===== src/devctl_pkg.sv =====
// package: device control and status register layout, reset values and carriers
package devctl_pkg;
  localparam int num_funcs = 2;
  localparam logic [7:0] devctl_off = 8'he8;
  localparam logic [7:0] devsts_off = 8'hea;
  // device control field positions
  localparam int ctl_mrrs_lo = 12;
  localparam int ctl_mrrs_hi = 14;
  localparam int ctl_nosnoop = 11;
  localparam int ctl_auxpm = 10;
  localparam int ctl_phantom = 9;
  localparam int ctl_exttag = 8;
  localparam int ctl_mps_lo = 5;
  localparam int ctl_mps_hi = 7;
  localparam int ctl_relord = 4;
  localparam int ctl_ur_en = 3;
  localparam int ctl_fatal_en = 2;
  localparam int ctl_nonfatal_en = 1;
  localparam int ctl_corr_en = 0;
  // device status field positions
  localparam int sts_trans_pend = 5;
  localparam int sts_aux_det = 4;
  // masks of writable bits
  localparam logic [15:0] ctl_wr_mask = 16'h7fff;
  localparam logic [15:0] sts_w1c_mask = 16'h000f;
  localparam logic [2:0] mrrs_512 = 3'h2;
  localparam logic [2:0] mrrs_128 = 3'h0;
  localparam logic [2:0] mrrs_max_code = 3'h4;
  localparam logic [2:0] mps_128 = 3'h0;
  localparam logic [15:0] ctl_rst_base = 16'h0810;
  localparam logic [3:0] err_none = 4'h0;
  localparam logic [11:0] bytes_128 = 12'h080;

  typedef struct packed {
    logic ur;
    logic fatal;
    logic nonfatal;
    logic corr;
  } err_s;

  typedef struct packed {
    logic wr;
    logic rd;
    logic [7:0] addr;
    logic [$clog2(num_funcs)-1:0] func;
    logic [15:0] wdata;
  } cfg_req_s;
endpackage


===== src/devctl_regs.sv =====
// device control / device status register bank, one pair per function
// Overview of operation
// - read request size code 0..4 means 128..2048 bytes; 5..7 reserved
// - read request size resets to 512 bytes for network, 128 otherwise
// - no-snoop enable resets to one, also gated by snoop suppress bits
// - aux power drawn when any function enables it, regardless of aux signal
// - phantom and extended tag bits reset zero and have no effect
// - payload size resets to 128 bytes; receiver accepts up to programmed size
// - transmitter never emits payload larger than programmed size
// - relaxed ordering enable resets to one and permits relaxed writes
// - four error reporting enables at bits 3..0 reset to zero
// - per-function 16-bit status register at offset ea
// - transaction pending reads one while transactions are outstanding
// - unsupported request detected set in every function on ur_received, in one function only on its own err_detect ur
// - detected error bits reset zero, set on detection, write-one clears
// - reserved bits read zero and ignore writes
// - per-function 16-bit read-write control register at offset e8
`timescale 1ns/1ps
`default_nettype none
module devctl_regs (
  input wire logic clk,
  input wire logic rst_n,
  input wire logic pwr_good_rst_n,
  input wire devctl_pkg::cfg_req_s cfg_req,
  output logic [15:0] cfg_rdata,
  output logic cfg_rvalid,
  input wire logic [devctl_pkg::num_funcs-1:0] is_lan_func,
  input wire logic [devctl_pkg::num_funcs-1:0] pending,
  input wire logic aux_strap,
  input wire logic ur_received,
  input wire devctl_pkg::err_s [devctl_pkg::num_funcs-1:0] err_detect,
  input wire logic [devctl_pkg::num_funcs-1:0] snoop_suppress_bits,
  input wire logic [devctl_pkg::num_funcs-1:0] relaxed_order_disable,
  input wire logic [devctl_pkg::num_funcs-1:0] tx_relaxable,
  input wire logic [11:0] tx_len [devctl_pkg::num_funcs],
  input wire logic [11:0] rx_len [devctl_pkg::num_funcs],
  output logic aux_power_en,
  output logic [devctl_pkg::num_funcs-1:0] no_snoop_ok,
  output logic [devctl_pkg::num_funcs-1:0] relaxed_ok,
  output logic [devctl_pkg::num_funcs-1:0] tx_len_ok,
  output logic [devctl_pkg::num_funcs-1:0] rx_len_ok,
  output logic [11:0] rd_req_bytes [devctl_pkg::num_funcs],
  output devctl_pkg::err_s [devctl_pkg::num_funcs-1:0] err_msg
);
  localparam int nf = devctl_pkg::num_funcs;

  // size code to byte count; reserved codes fall back to 128
  function automatic logic [11:0] code_bytes(input logic [2:0] code);
    logic [11:0] b;
    b = devctl_pkg::bytes_128;
    if (code <= devctl_pkg::mrrs_max_code) begin
      b = 12'(devctl_pkg::bytes_128 << code);
    end
    return b;
  endfunction

  logic [15:0] ctl [nf];
  logic [15:0] next_ctl [nf];
  logic [3:0] errsts [nf];
  logic [3:0] next_errsts [nf];
  logic aux_det;
  logic [15:0] next_rdata;
  logic next_rvalid;
  logic rst_seen;
  logic next_aux_power_en;
  logic [nf-1:0] next_no_snoop_ok, next_relaxed_ok, next_tx_len_ok, next_rx_len_ok;
  logic [11:0] next_rd_req_bytes [nf];
  devctl_pkg::err_s [nf-1:0] next_err_msg;

  //////////////////////////////////////////////////////////////////////////
  // register state
  always_comb begin
    next_rdata = 16'h0000;
    next_rvalid = cfg_req.rd;
    next_aux_power_en = 1'b0;
    for (int f = 0; f < nf; f++) begin
      logic wsel;
      logic ssel;
      logic [3:0] ev;
      wsel = cfg_req.wr && (cfg_req.func == f[$clog2(nf)-1:0]);
      ssel = wsel && (cfg_req.addr == devctl_pkg::devsts_off);
      next_ctl[f] = ctl[f];
      if (!rst_seen) begin
        next_ctl[f] = devctl_pkg::ctl_rst_base;
        next_ctl[f][devctl_pkg::ctl_mrrs_hi:devctl_pkg::ctl_mrrs_lo] =
          is_lan_func[f] ? devctl_pkg::mrrs_512 : devctl_pkg::mrrs_128;
      end else if (wsel && cfg_req.addr == devctl_pkg::devctl_off) begin
        next_ctl[f] = cfg_req.wdata & devctl_pkg::ctl_wr_mask;
      end
      // ur is broadcast to all functions
      ev = {err_detect[f].ur | ur_received, err_detect[f].fatal,
            err_detect[f].nonfatal, err_detect[f].corr};
      // set wins over a simultaneous write-one clear
      next_errsts[f] = (errsts[f] & ~(ssel ? 4'(cfg_req.wdata & devctl_pkg::sts_w1c_mask) : devctl_pkg::err_none))
        | ev;
      next_aux_power_en = next_aux_power_en | ctl[f][devctl_pkg::ctl_auxpm];
      next_no_snoop_ok[f] = ctl[f][devctl_pkg::ctl_nosnoop] & ~snoop_suppress_bits[f];
      next_relaxed_ok[f] = ctl[f][devctl_pkg::ctl_relord] & ~relaxed_order_disable[f] & tx_relaxable[f];
      next_tx_len_ok[f] = tx_len[f] <= code_bytes(ctl[f][devctl_pkg::ctl_mps_hi:devctl_pkg::ctl_mps_lo]);
      next_rx_len_ok[f] = rx_len[f] <= code_bytes(ctl[f][devctl_pkg::ctl_mps_hi:devctl_pkg::ctl_mps_lo]);
      next_rd_req_bytes[f] = code_bytes(ctl[f][devctl_pkg::ctl_mrrs_hi:devctl_pkg::ctl_mrrs_lo]);
      // a clear in the same cycle must not swallow a message of another severity
      next_err_msg[f] = ev & ctl[f][devctl_pkg::ctl_ur_en:devctl_pkg::ctl_corr_en];
      if (cfg_req.rd && cfg_req.func == f[$clog2(nf)-1:0]) begin
        if (cfg_req.addr == devctl_pkg::devctl_off) begin
          next_rdata = ctl[f];
        end else if (cfg_req.addr == devctl_pkg::devsts_off) begin
          next_rdata = {10'h000, pending[f], aux_det, errsts[f]};
        end
      end
    end
  end

  always_ff @(posedge clk or negedge rst_n) begin
    if (!rst_n) begin
      rst_seen <= 1'b0;
      cfg_rdata <= 16'h0000;
      cfg_rvalid <= 1'b0;
      aux_power_en <= 1'b0;
      no_snoop_ok <= '0;
      relaxed_ok <= '0;
      tx_len_ok <= '0;
      rx_len_ok <= '0;
      err_msg <= '0;
      for (int f = 0; f < nf; f++) begin
        ctl[f] <= devctl_pkg::ctl_rst_base;
        errsts[f] <= devctl_pkg::err_none;
        rd_req_bytes[f] <= devctl_pkg::bytes_128;
      end
    end else begin
      // lan strap is caught on the first edge after release
      rst_seen <= 1'b1;
      cfg_rdata <= next_rdata;
      cfg_rvalid <= next_rvalid;
      aux_power_en <= next_aux_power_en;
      no_snoop_ok <= next_no_snoop_ok;
      relaxed_ok <= next_relaxed_ok;
      tx_len_ok <= next_tx_len_ok;
      rx_len_ok <= next_rx_len_ok;
      err_msg <= next_err_msg;
      for (int f = 0; f < nf; f++) begin
        ctl[f] <= next_ctl[f];
        errsts[f] <= next_errsts[f];
        rd_req_bytes[f] <= next_rd_req_bytes[f];
      end
    end
  end

  //////////////////////////////////////////////////////////////////////////
  // aux detect: power good domain reset only
  always_ff @(posedge clk or negedge pwr_good_rst_n) begin
    if (!pwr_good_rst_n) begin
      aux_det <= 1'b0;
    end else begin
      aux_det <= aux_strap;
    end
  end

  //////////////////////////////////////////////////////////////////////////
  // checks
  property p_ur_all;
    @(posedge clk) disable iff (!rst_n) ur_received |=> (errsts[0][3] && errsts[nf-1][3]);
  endproperty
  a_ur_all: assert property (p_ur_all) else $error("ur not seen in all functions");
  property p_w1c_hold;
    @(posedge clk) disable iff (!rst_n) (errsts[0][0] && !err_detect[0].corr &&
      !(cfg_req.wr && cfg_req.func == '0 && cfg_req.addr == devctl_pkg::devsts_off)) |=> errsts[0][0];
  endproperty
  a_w1c_hold: assert property (p_w1c_hold) else $error("error bit lost without clear");
  property p_set_wins;
    @(posedge clk) disable iff (!rst_n) err_detect[0].fatal |=> errsts[0][2];
  endproperty
  a_set_wins: assert property (p_set_wins) else $error("fatal detect lost");
  property p_msg_gate;
    @(posedge clk) disable iff (!rst_n) err_msg[0].corr |-> $past(ctl[0][devctl_pkg::ctl_corr_en]);
  endproperty
  a_msg_gate: assert property (p_msg_gate) else $error("message without enable");
  property p_rsvd;
    @(posedge clk) disable iff (!rst_n) !ctl[0][15] && !ctl[nf-1][15];
  endproperty
  a_rsvd: assert property (p_rsvd) else $error("reserved control bit set");
  property p_sts_read;
    @(posedge clk) disable iff (!rst_n) (cfg_req.rd && cfg_req.addr == devctl_pkg::devsts_off)
      |=> (cfg_rvalid && cfg_rdata[15:6] == 10'h000);
  endproperty
  a_sts_read: assert property (p_sts_read) else $error("status read wrong");
  property p_pend;
    @(posedge clk) disable iff (!rst_n) (cfg_req.rd && cfg_req.func == '0 &&
      cfg_req.addr == devctl_pkg::devsts_off) |=> cfg_rdata[devctl_pkg::sts_trans_pend] == $past(pending[0]);
  endproperty
  a_pend: assert property (p_pend) else $error("pending bit mismatch");
  property p_aux;
    @(posedge clk) disable iff (!rst_n) ctl[0][devctl_pkg::ctl_auxpm] |=> aux_power_en;
  endproperty
  a_aux: assert property (p_aux) else $error("aux power not enabled");
  property p_tx;
    @(posedge clk) disable iff (!rst_n)
      (ctl[0][devctl_pkg::ctl_mps_hi:devctl_pkg::ctl_mps_lo] == devctl_pkg::mps_128 &&
      tx_len[0] > devctl_pkg::bytes_128) |=> !tx_len_ok[0];
  endproperty
  a_tx: assert property (p_tx) else $error("oversize tx allowed");
  // the lan-dependent read request size default is loaded on the first edge after release, not in the reset branch
  property p_lan_dflt;
    @(posedge clk) disable iff (!rst_n) !rst_seen |=> (ctl[0][devctl_pkg::ctl_mrrs_hi:devctl_pkg::ctl_mrrs_lo] ==
      ($past(is_lan_func[0]) ? devctl_pkg::mrrs_512 : devctl_pkg::mrrs_128));
  endproperty
  a_lan_dflt: assert property (p_lan_dflt) else $error("read request size default wrong");
  property p_en_dflt;
    @(posedge clk) disable iff (!rst_n) !rst_seen |=>
      (ctl[nf-1][devctl_pkg::ctl_ur_en:devctl_pkg::ctl_corr_en] == devctl_pkg::err_none &&
      !ctl[nf-1][devctl_pkg::ctl_phantom] && !ctl[nf-1][devctl_pkg::ctl_exttag]);
  endproperty
  a_en_dflt: assert property (p_en_dflt) else $error("reporting enables not cleared");
  // function reset must leave aux detect alone; only power good clears it
  property p_aux_keep;
    @(posedge clk) disable iff (!pwr_good_rst_n) pwr_good_rst_n |=> aux_det == $past(aux_strap);
  endproperty
  a_aux_keep: assert property (p_aux_keep) else $error("aux detect disturbed");
  c_wr_ctl: cover property (@(posedge clk) cfg_req.wr && cfg_req.addr == devctl_pkg::devctl_off);
  c_clear: cover property (@(posedge clk) errsts[0][1] ##1 !errsts[0][1]);
  c_msg: cover property (@(posedge clk) err_msg[0].fatal);
  c_set_wins: cover property (@(posedge clk) err_detect[0].corr && cfg_req.wr && cfg_req.addr == devctl_pkg::devsts_off);
endmodule
`default_nettype wire


===== config.mk =====
export PLATFORM = sky130hd
export DESIGN_NAME = devctl_regs
export DESIGN_NICKNAME = d
export VERILOG_FILES = /design/src/devctl_pkg.sv /design/src/devctl_regs.sv
export SDC_FILE = /design/constraint.sdc
export NUM_CORES = 1
export LEC_CHECK = 0
export ABC_AREA = 1
export BUFFER_PORTS_ARGS = -buffer_cell sky130_fd_sc_hd__buf_2
export CORE_ASPECT_RATIO = 0.75
export CORE_MARGIN = 3
export CORE_UTILIZATION = 24
export CTS_CLUSTER_DIAMETER = 50
export DETAILED_ROUTE_END_ITERATION = 16
export PLACE_DENSITY = 0.43
export SETUP_SLACK_MARGIN = 0.5
export SLEW_MARGIN = 30
export SYNTH_ARGS = -nofsm -noshare
export SYNTH_HDL_FRONTEND = slang
export SYNTH_SLANG_ARGS = --single-unit

===== constraint.sdc =====
create_clock -name clk -period 4.7 [get_ports clk]
set_input_delay 0.705 -clock clk [delete_from_list [all_inputs] [get_ports clk]]
set_output_delay 0.705 -clock clk [all_outputs]
set_load 0.05 [all_outputs]

Word level (Yosys, flattened, before mapping). Cells that the tools add are included.

Bits in registers: 100. Input bits: 98. Output and inout bits: 58. Logic and storage cells: 87.

Magnitude comparators: 8. Equality and inequality tests: 4. Shift operators: 4. Mux-type cells: 18. Bitwise logic cells: 22. Reduce and logical (&&, ||, !) cells: 8.

Operator list (number): $mux W16 (9); $le A12 B12 Y1 (4); $mux W12 (4); $shl A8 B3 Y12 const A (4); $and A4 B4 Y4 (4); $eq A8 B8 Y1 const B (2); $le A3 B3 Y1 const B (4); $logic_and A1 B1 Y1 (8); $mux W4 (2); $not A4 Y4 (2); $or A4 B4 Y4 (2); $and A1 B1 Y1 (6); $mux W6 (1); $not A1 Y1 (5); $mux W2 (2); $ne A2 B1 Y1 const B (2); $or A1 B1 Y1 (3).

Logic depth before layout (Yosys ltp).
Depth in word-level cells: 7. Depth in mapped cells: 11. Depth with buffers taken out: 11.

Worst setup path after synthesis. OpenSTA, ideal clock, no wires.

Path kind: reg2reg. Start point: register ctl[22] in the netlist's numbering. End point: register tx_len_ok[0] in the netlist's numbering. Library setup time: 123 ps. Data arrival time: 1639 ps. Required time: 4577 ps. Path slack: 2938 ps. Cell stages (with the launch flop): 11. Path buffers: 0. Period minus slack after synthesis: 1762 ps. Cell sequence: dfrtp_1 > nor2_1 > inv_1 > ha_1 > inv_1 > nand4_1 > ha_1 > nand2_1 > o21a_1 > o21ai_0 > nand2_1.

Word-level cells in the longest chain between the ends: 3. Elaborated cells between the ends (all ways): 4. Classes of those cells: 2 x order compare; 1 x shift; 1 x mux.

RTL lines: start, declared (RTL line devctl_regs.sv:57) `logic [15:0] ctl [nf];`; start signal, assigned by index (RTL line devctl_regs.sv:126) `ctl[f] <= devctl_pkg::ctl_rst_base;`; start signal, assigned by index (RTL line devctl_regs.sv:142) `ctl[f] <= next_ctl[f];`; $le A3 B3 Y1 or $shl A8 B3 Y12 (tied branches) (RTL line devctl_regs.sv:51, devctl_regs.sv:52); $mux W12 * (RTL line devctl_regs.sv:51) `if (code <= devctl_pkg::mrrs_max_code) begin`; $le A12 B12 Y1 * (RTL line devctl_regs.sv:99) `next_tx_len_ok[f] = tx_len[f] <= code_bytes(ctl[f][devctl_pkg::ctl_mps_hi:devctl_pkg::ctl_mps_lo]);`; net next_tx_len_ok[0] (RTL line devctl_regs.sv:66) `logic [nf-1:0] next_no_snoop_ok, next_relaxed_ok, next_tx_len_ok, next_rx_len_ok;`; end signal, assigned (RTL line devctl_regs.sv:138) `tx_len_ok <= next_tx_len_ok;`; end, declared (RTL line devctl_regs.sv:40) `output logic [devctl_pkg::num_funcs-1:0] tx_len_ok,`.

The timed path passes the listed nets; every way through them passes the cells marked *. A chain may end at the register's enable or synchronous reset.

Worst setup path after layout.
Start point: register ctl[22] in the netlist's numbering. End point: register rx_len_ok[0] in the netlist's numbering.

Word-level cells in the longest chain between the ends: 3. Elaborated cells between the ends (all ways): 4. Classes of those cells: 2 x order compare; 1 x shift; 1 x mux.

RTL lines: $le A3 B3 Y1 or $shl A8 B3 Y12 (tied branches) (RTL line devctl_regs.sv:51, devctl_regs.sv:52); $mux W12 * (RTL line devctl_regs.sv:51); $le A12 B12 Y1 * (RTL line devctl_regs.sv:100) `next_rx_len_ok[f] = rx_len[f] <= code_bytes(ctl[f][devctl_pkg::ctl_mps_hi:devctl_pkg::ctl_mps_lo]);`; net next_rx_len_ok[0] (RTL line devctl_regs.sv:66); end signal, assigned (RTL line devctl_regs.sv:139) `rx_len_ok <= next_rx_len_ok;`; end, declared (RTL line devctl_regs.sv:41) `output logic [devctl_pkg::num_funcs-1:0] rx_len_ok,`.

Marks and branches as above.

==> metrics.md <==
| Metric | Value |
|---|---|
| Routed wire length | `11.9 mm` |
| Dpl ws | `2.57 ns` |
| Worst reg2reg startpoint | `ctl[22]$_DFFE_PN0P_` |
| R2R setup slack | `2.71 ns` |
| Total power draw | `1.73 mW` |
| Initial Utilization | `0.248` |
| Port bufs | `139` |
| Antenna-violating nets left | `0` |
| Largest net degree at the start of global routing | `83` |
| CP Capture Type | `flip-flop` |
| Status | `completed` |
| Seq/Total Area, Yosys | `0.494` |
| Tmin final | `1.99 ns` |
| First-pass GRT wire length | `19.2 mm` |
| Vias in the first global route | `3579` |
| Worst hold slack | `approximately 0.13 ns` |
| Synth Cell Area | `4220 µm²` |
| Synthesized area per cell | `8.55 µm²` |
| Share of layout cells above drive strength 1 | `0.275` |
| Setup_tns | `0 ns` |
| Final core utilization | `0.318` |
| Area Overhead vs Synth | `28.1%` |
| Fin nets | `760` |
| Grt ovf | `0` |
| Top_reg_cell synth | `dfrtp_1` |
| Commonest non-fill, non-tap cells in the layout | `138 x buf_2, 133 x nand2_1, 77 x dfrtp_1` |
| Post-synth ARST share | `1.00` |
| Via count | `3592` |
| Area leader, netlist | `dfrtp_1` |
| Worst R2R End | `rx_len_ok[0]$_DFF_PN0_` |
| CP startpoint | `ctl[22]$_DFFE_PN0P_` |
| Tot GR Track Use | `0.128` |
| First-pass iteration count of the detailed router | `4` |
| Cells after DPL | `859` |
| Vias per Instance | `4.11` |
| Setup WS post-layout | `~2.7 ns` |
| Yosys cell types | `28` |
| Die W | `159 µm` |
| Worst slew margin | `0.479` |
| Clock sinks | `83` |
| Core area | `17000 µm²` |
| TritonCTS clock tree | `done` |
| Placed inst area | `5100 µm²` |
| Path category of the worst min-delay check | `in2async` |
| CTS Buf Count | `9` |
| Crit Path Max Fanout | `5` |
| Unrepaired setup endpoints after global routing | `no` |
| Mapped Cells | `roughly 490` |
| Placer's final routability congestion estimate | `0.782` |
| CP arrival | `2.23 ns` |
| Synth top area share | `0.456` |
| Hold Violations, Final | `0` |
| Post_cts resized | `0` |
| Die Y-Extent | `about 120 µm` |
| Finish-stage setup viols | `0` |
| FF+latch count, synth | `83` |
| Max Slew Vio Count | `0` |
| CP startpoint kind | `flip-flop` |
| Die area | `19200 µm²` |
| Final Skew | `about 0.0070 ns` |
| H-tree Lvls | `3` |
| Most common cell after layout, fill and taps aside | `buf_2` |
| VDD IR max | `0.162 mV` |
| Fin area | `5410 µm²` |
| Worst EP required | `a little under 5 ns` |
| Number of synthesized flops with an enable pin | `0` |
| CP endpoint | `rx_len_ok[0]$_DFF_PN0_` |
| Inserted Diodes | `0` |
| Per-cell routed wire length | `roughly 14 µm` |
| Ys Warns | `0` |
| Clock-pin slew on the worst setup and hold paths | `approximately 0.06 ns` |
| Clock latency on the worst-skew pair | `0.35 ns` |
| CP Class | `reg2reg` |
| Post-CTS Setup Repair Bufs | `0` |
| Top cells by area, synth | `dfrtp_1 46%, nand2_1 12%, ha_1 8.3%` |
| DR iter-0 viols | `a little under 200` |
| Final period util | `0.424` |
| Residual DRC | `0` |
| PwrDens | `320 nW/µm²` |
| Max-cap violations | `0` |
| Post-CTS Hold Buffers | `0` |
| Clock Path Buffers | `2` |
| Lkg Pwr | `2.97 nW` |
| I/O Pins | `156` |
| Final Instance Count excl. Fillers | `around 880` |
| Root Buffer | `clkbuf_16` |
| Cells on worst reg2reg path | `10` |
| Initial antenna violation count | `1` |
| Slew @ Worst Pin | `a little under 0.8 ns` |
| Max Freq | `502 MHz` |
| Dpl hpwl | `8.78 mm` |
| Std-Cell Rows | `41` |
[worst min-delay path by stage]
| stage | start | to | depth (start not counted) |
|---|---|---|---|
| after floorplan | pwr_good_rst_n | aux_det$_DFF_PN0_ | 0 |
| after global placement | errsts[5]$_DFF_PN0_ | errsts[5]$_DFF_PN0_ | 2 |
| after detailed placement | errsts[1]$_DFF_PN0_ | errsts[1]$_DFF_PN0_ | 2 |
| after CTS | pwr_good_rst_n | aux_det$_DFF_PN0_ | 1 |
| after global routing | pwr_good_rst_n | aux_det$_DFF_PN0_ | 1 |
| final | pwr_good_rst_n | aux_det$_DFF_PN0_ | 1 |
[routing by layer]
metal,part of all wire,global-route usage
met1,0.50,0.173
met2,0.43,0.195
met3,0.059,0.0406
met4,0.014,0.0426
met5,0.0011,0
[Yosys cell counts (3+ instances only)]
cell / instances
nand2_1: 133
dfrtp_1: 77
inv_1: 63
nand3_1: 36
ha_1: 28
nor2_1: 27
o21ai_1: 20
a21oi_1: 19
buf_4: 16
o21ai_0: 16
nor3_1: 9
nor4_1: 8
buf_2: 6
dfstp_2: 6
nand4_1: 6
nand2_2: 4
inv_2: 3
o21a_1: 3
[state kept, by name, indices dropped and copies added (netlist names)]
| register | flops |
|---|---|
| cfg_rvalid | 1 |
| tx_len_ok | 2 |
| relaxed_ok | 2 |
| ctl | 30 |
| aux_det | 1 |
| cfg_rdata | 15 |
| err_msg | 8 |
| no_snoop_ok | 2 |
| rx_len_ok | 2 |
| rst_seen | 1 |
| aux_power_en | 1 |
| errsts | 8 |
| rd_req_bytes | 10 |
[worst max-delay path, cell delays in order, from the launching register on]
cell	delay [ns]
dfrtp_1	0.43
nor2_1	0.15
inv_1	0.06
ha_1	0.17
inv_1	0.08
nand4_1	0.18
ha_1	0.34
nand2_1	0.07
o21a_1	0.18
o21ai_0	0.14
nand2_1	0.07
[cells by family after synthesis]
group | synth area share
AOI/OAI and AO/OA | 0.0726
DFF | 0.494
and+or+nand+nor | 0.249
other | 0.00178
adders and majority gates | 0.0830
buffers and inverters | 0.100
[final cells by class]
class	instances	area, µm²
Timing Repair Buffer	140	709
Clock inverter	5	61.3
Clock buffer	11	243
Inverter	66	248
Fill cell	1861	11600
Sequential cell	83	2080
Multi-Input combinational cell	334	1770
Tap cell	236	295
[power by group]
part,internal [mW],switching (mW),total (mW)
combinational,0.0746,0.180,0.254
clock,0.429,0.297,0.726
sequential,0.739,0.0102,0.749
Power figures use the tool's default switching activity.
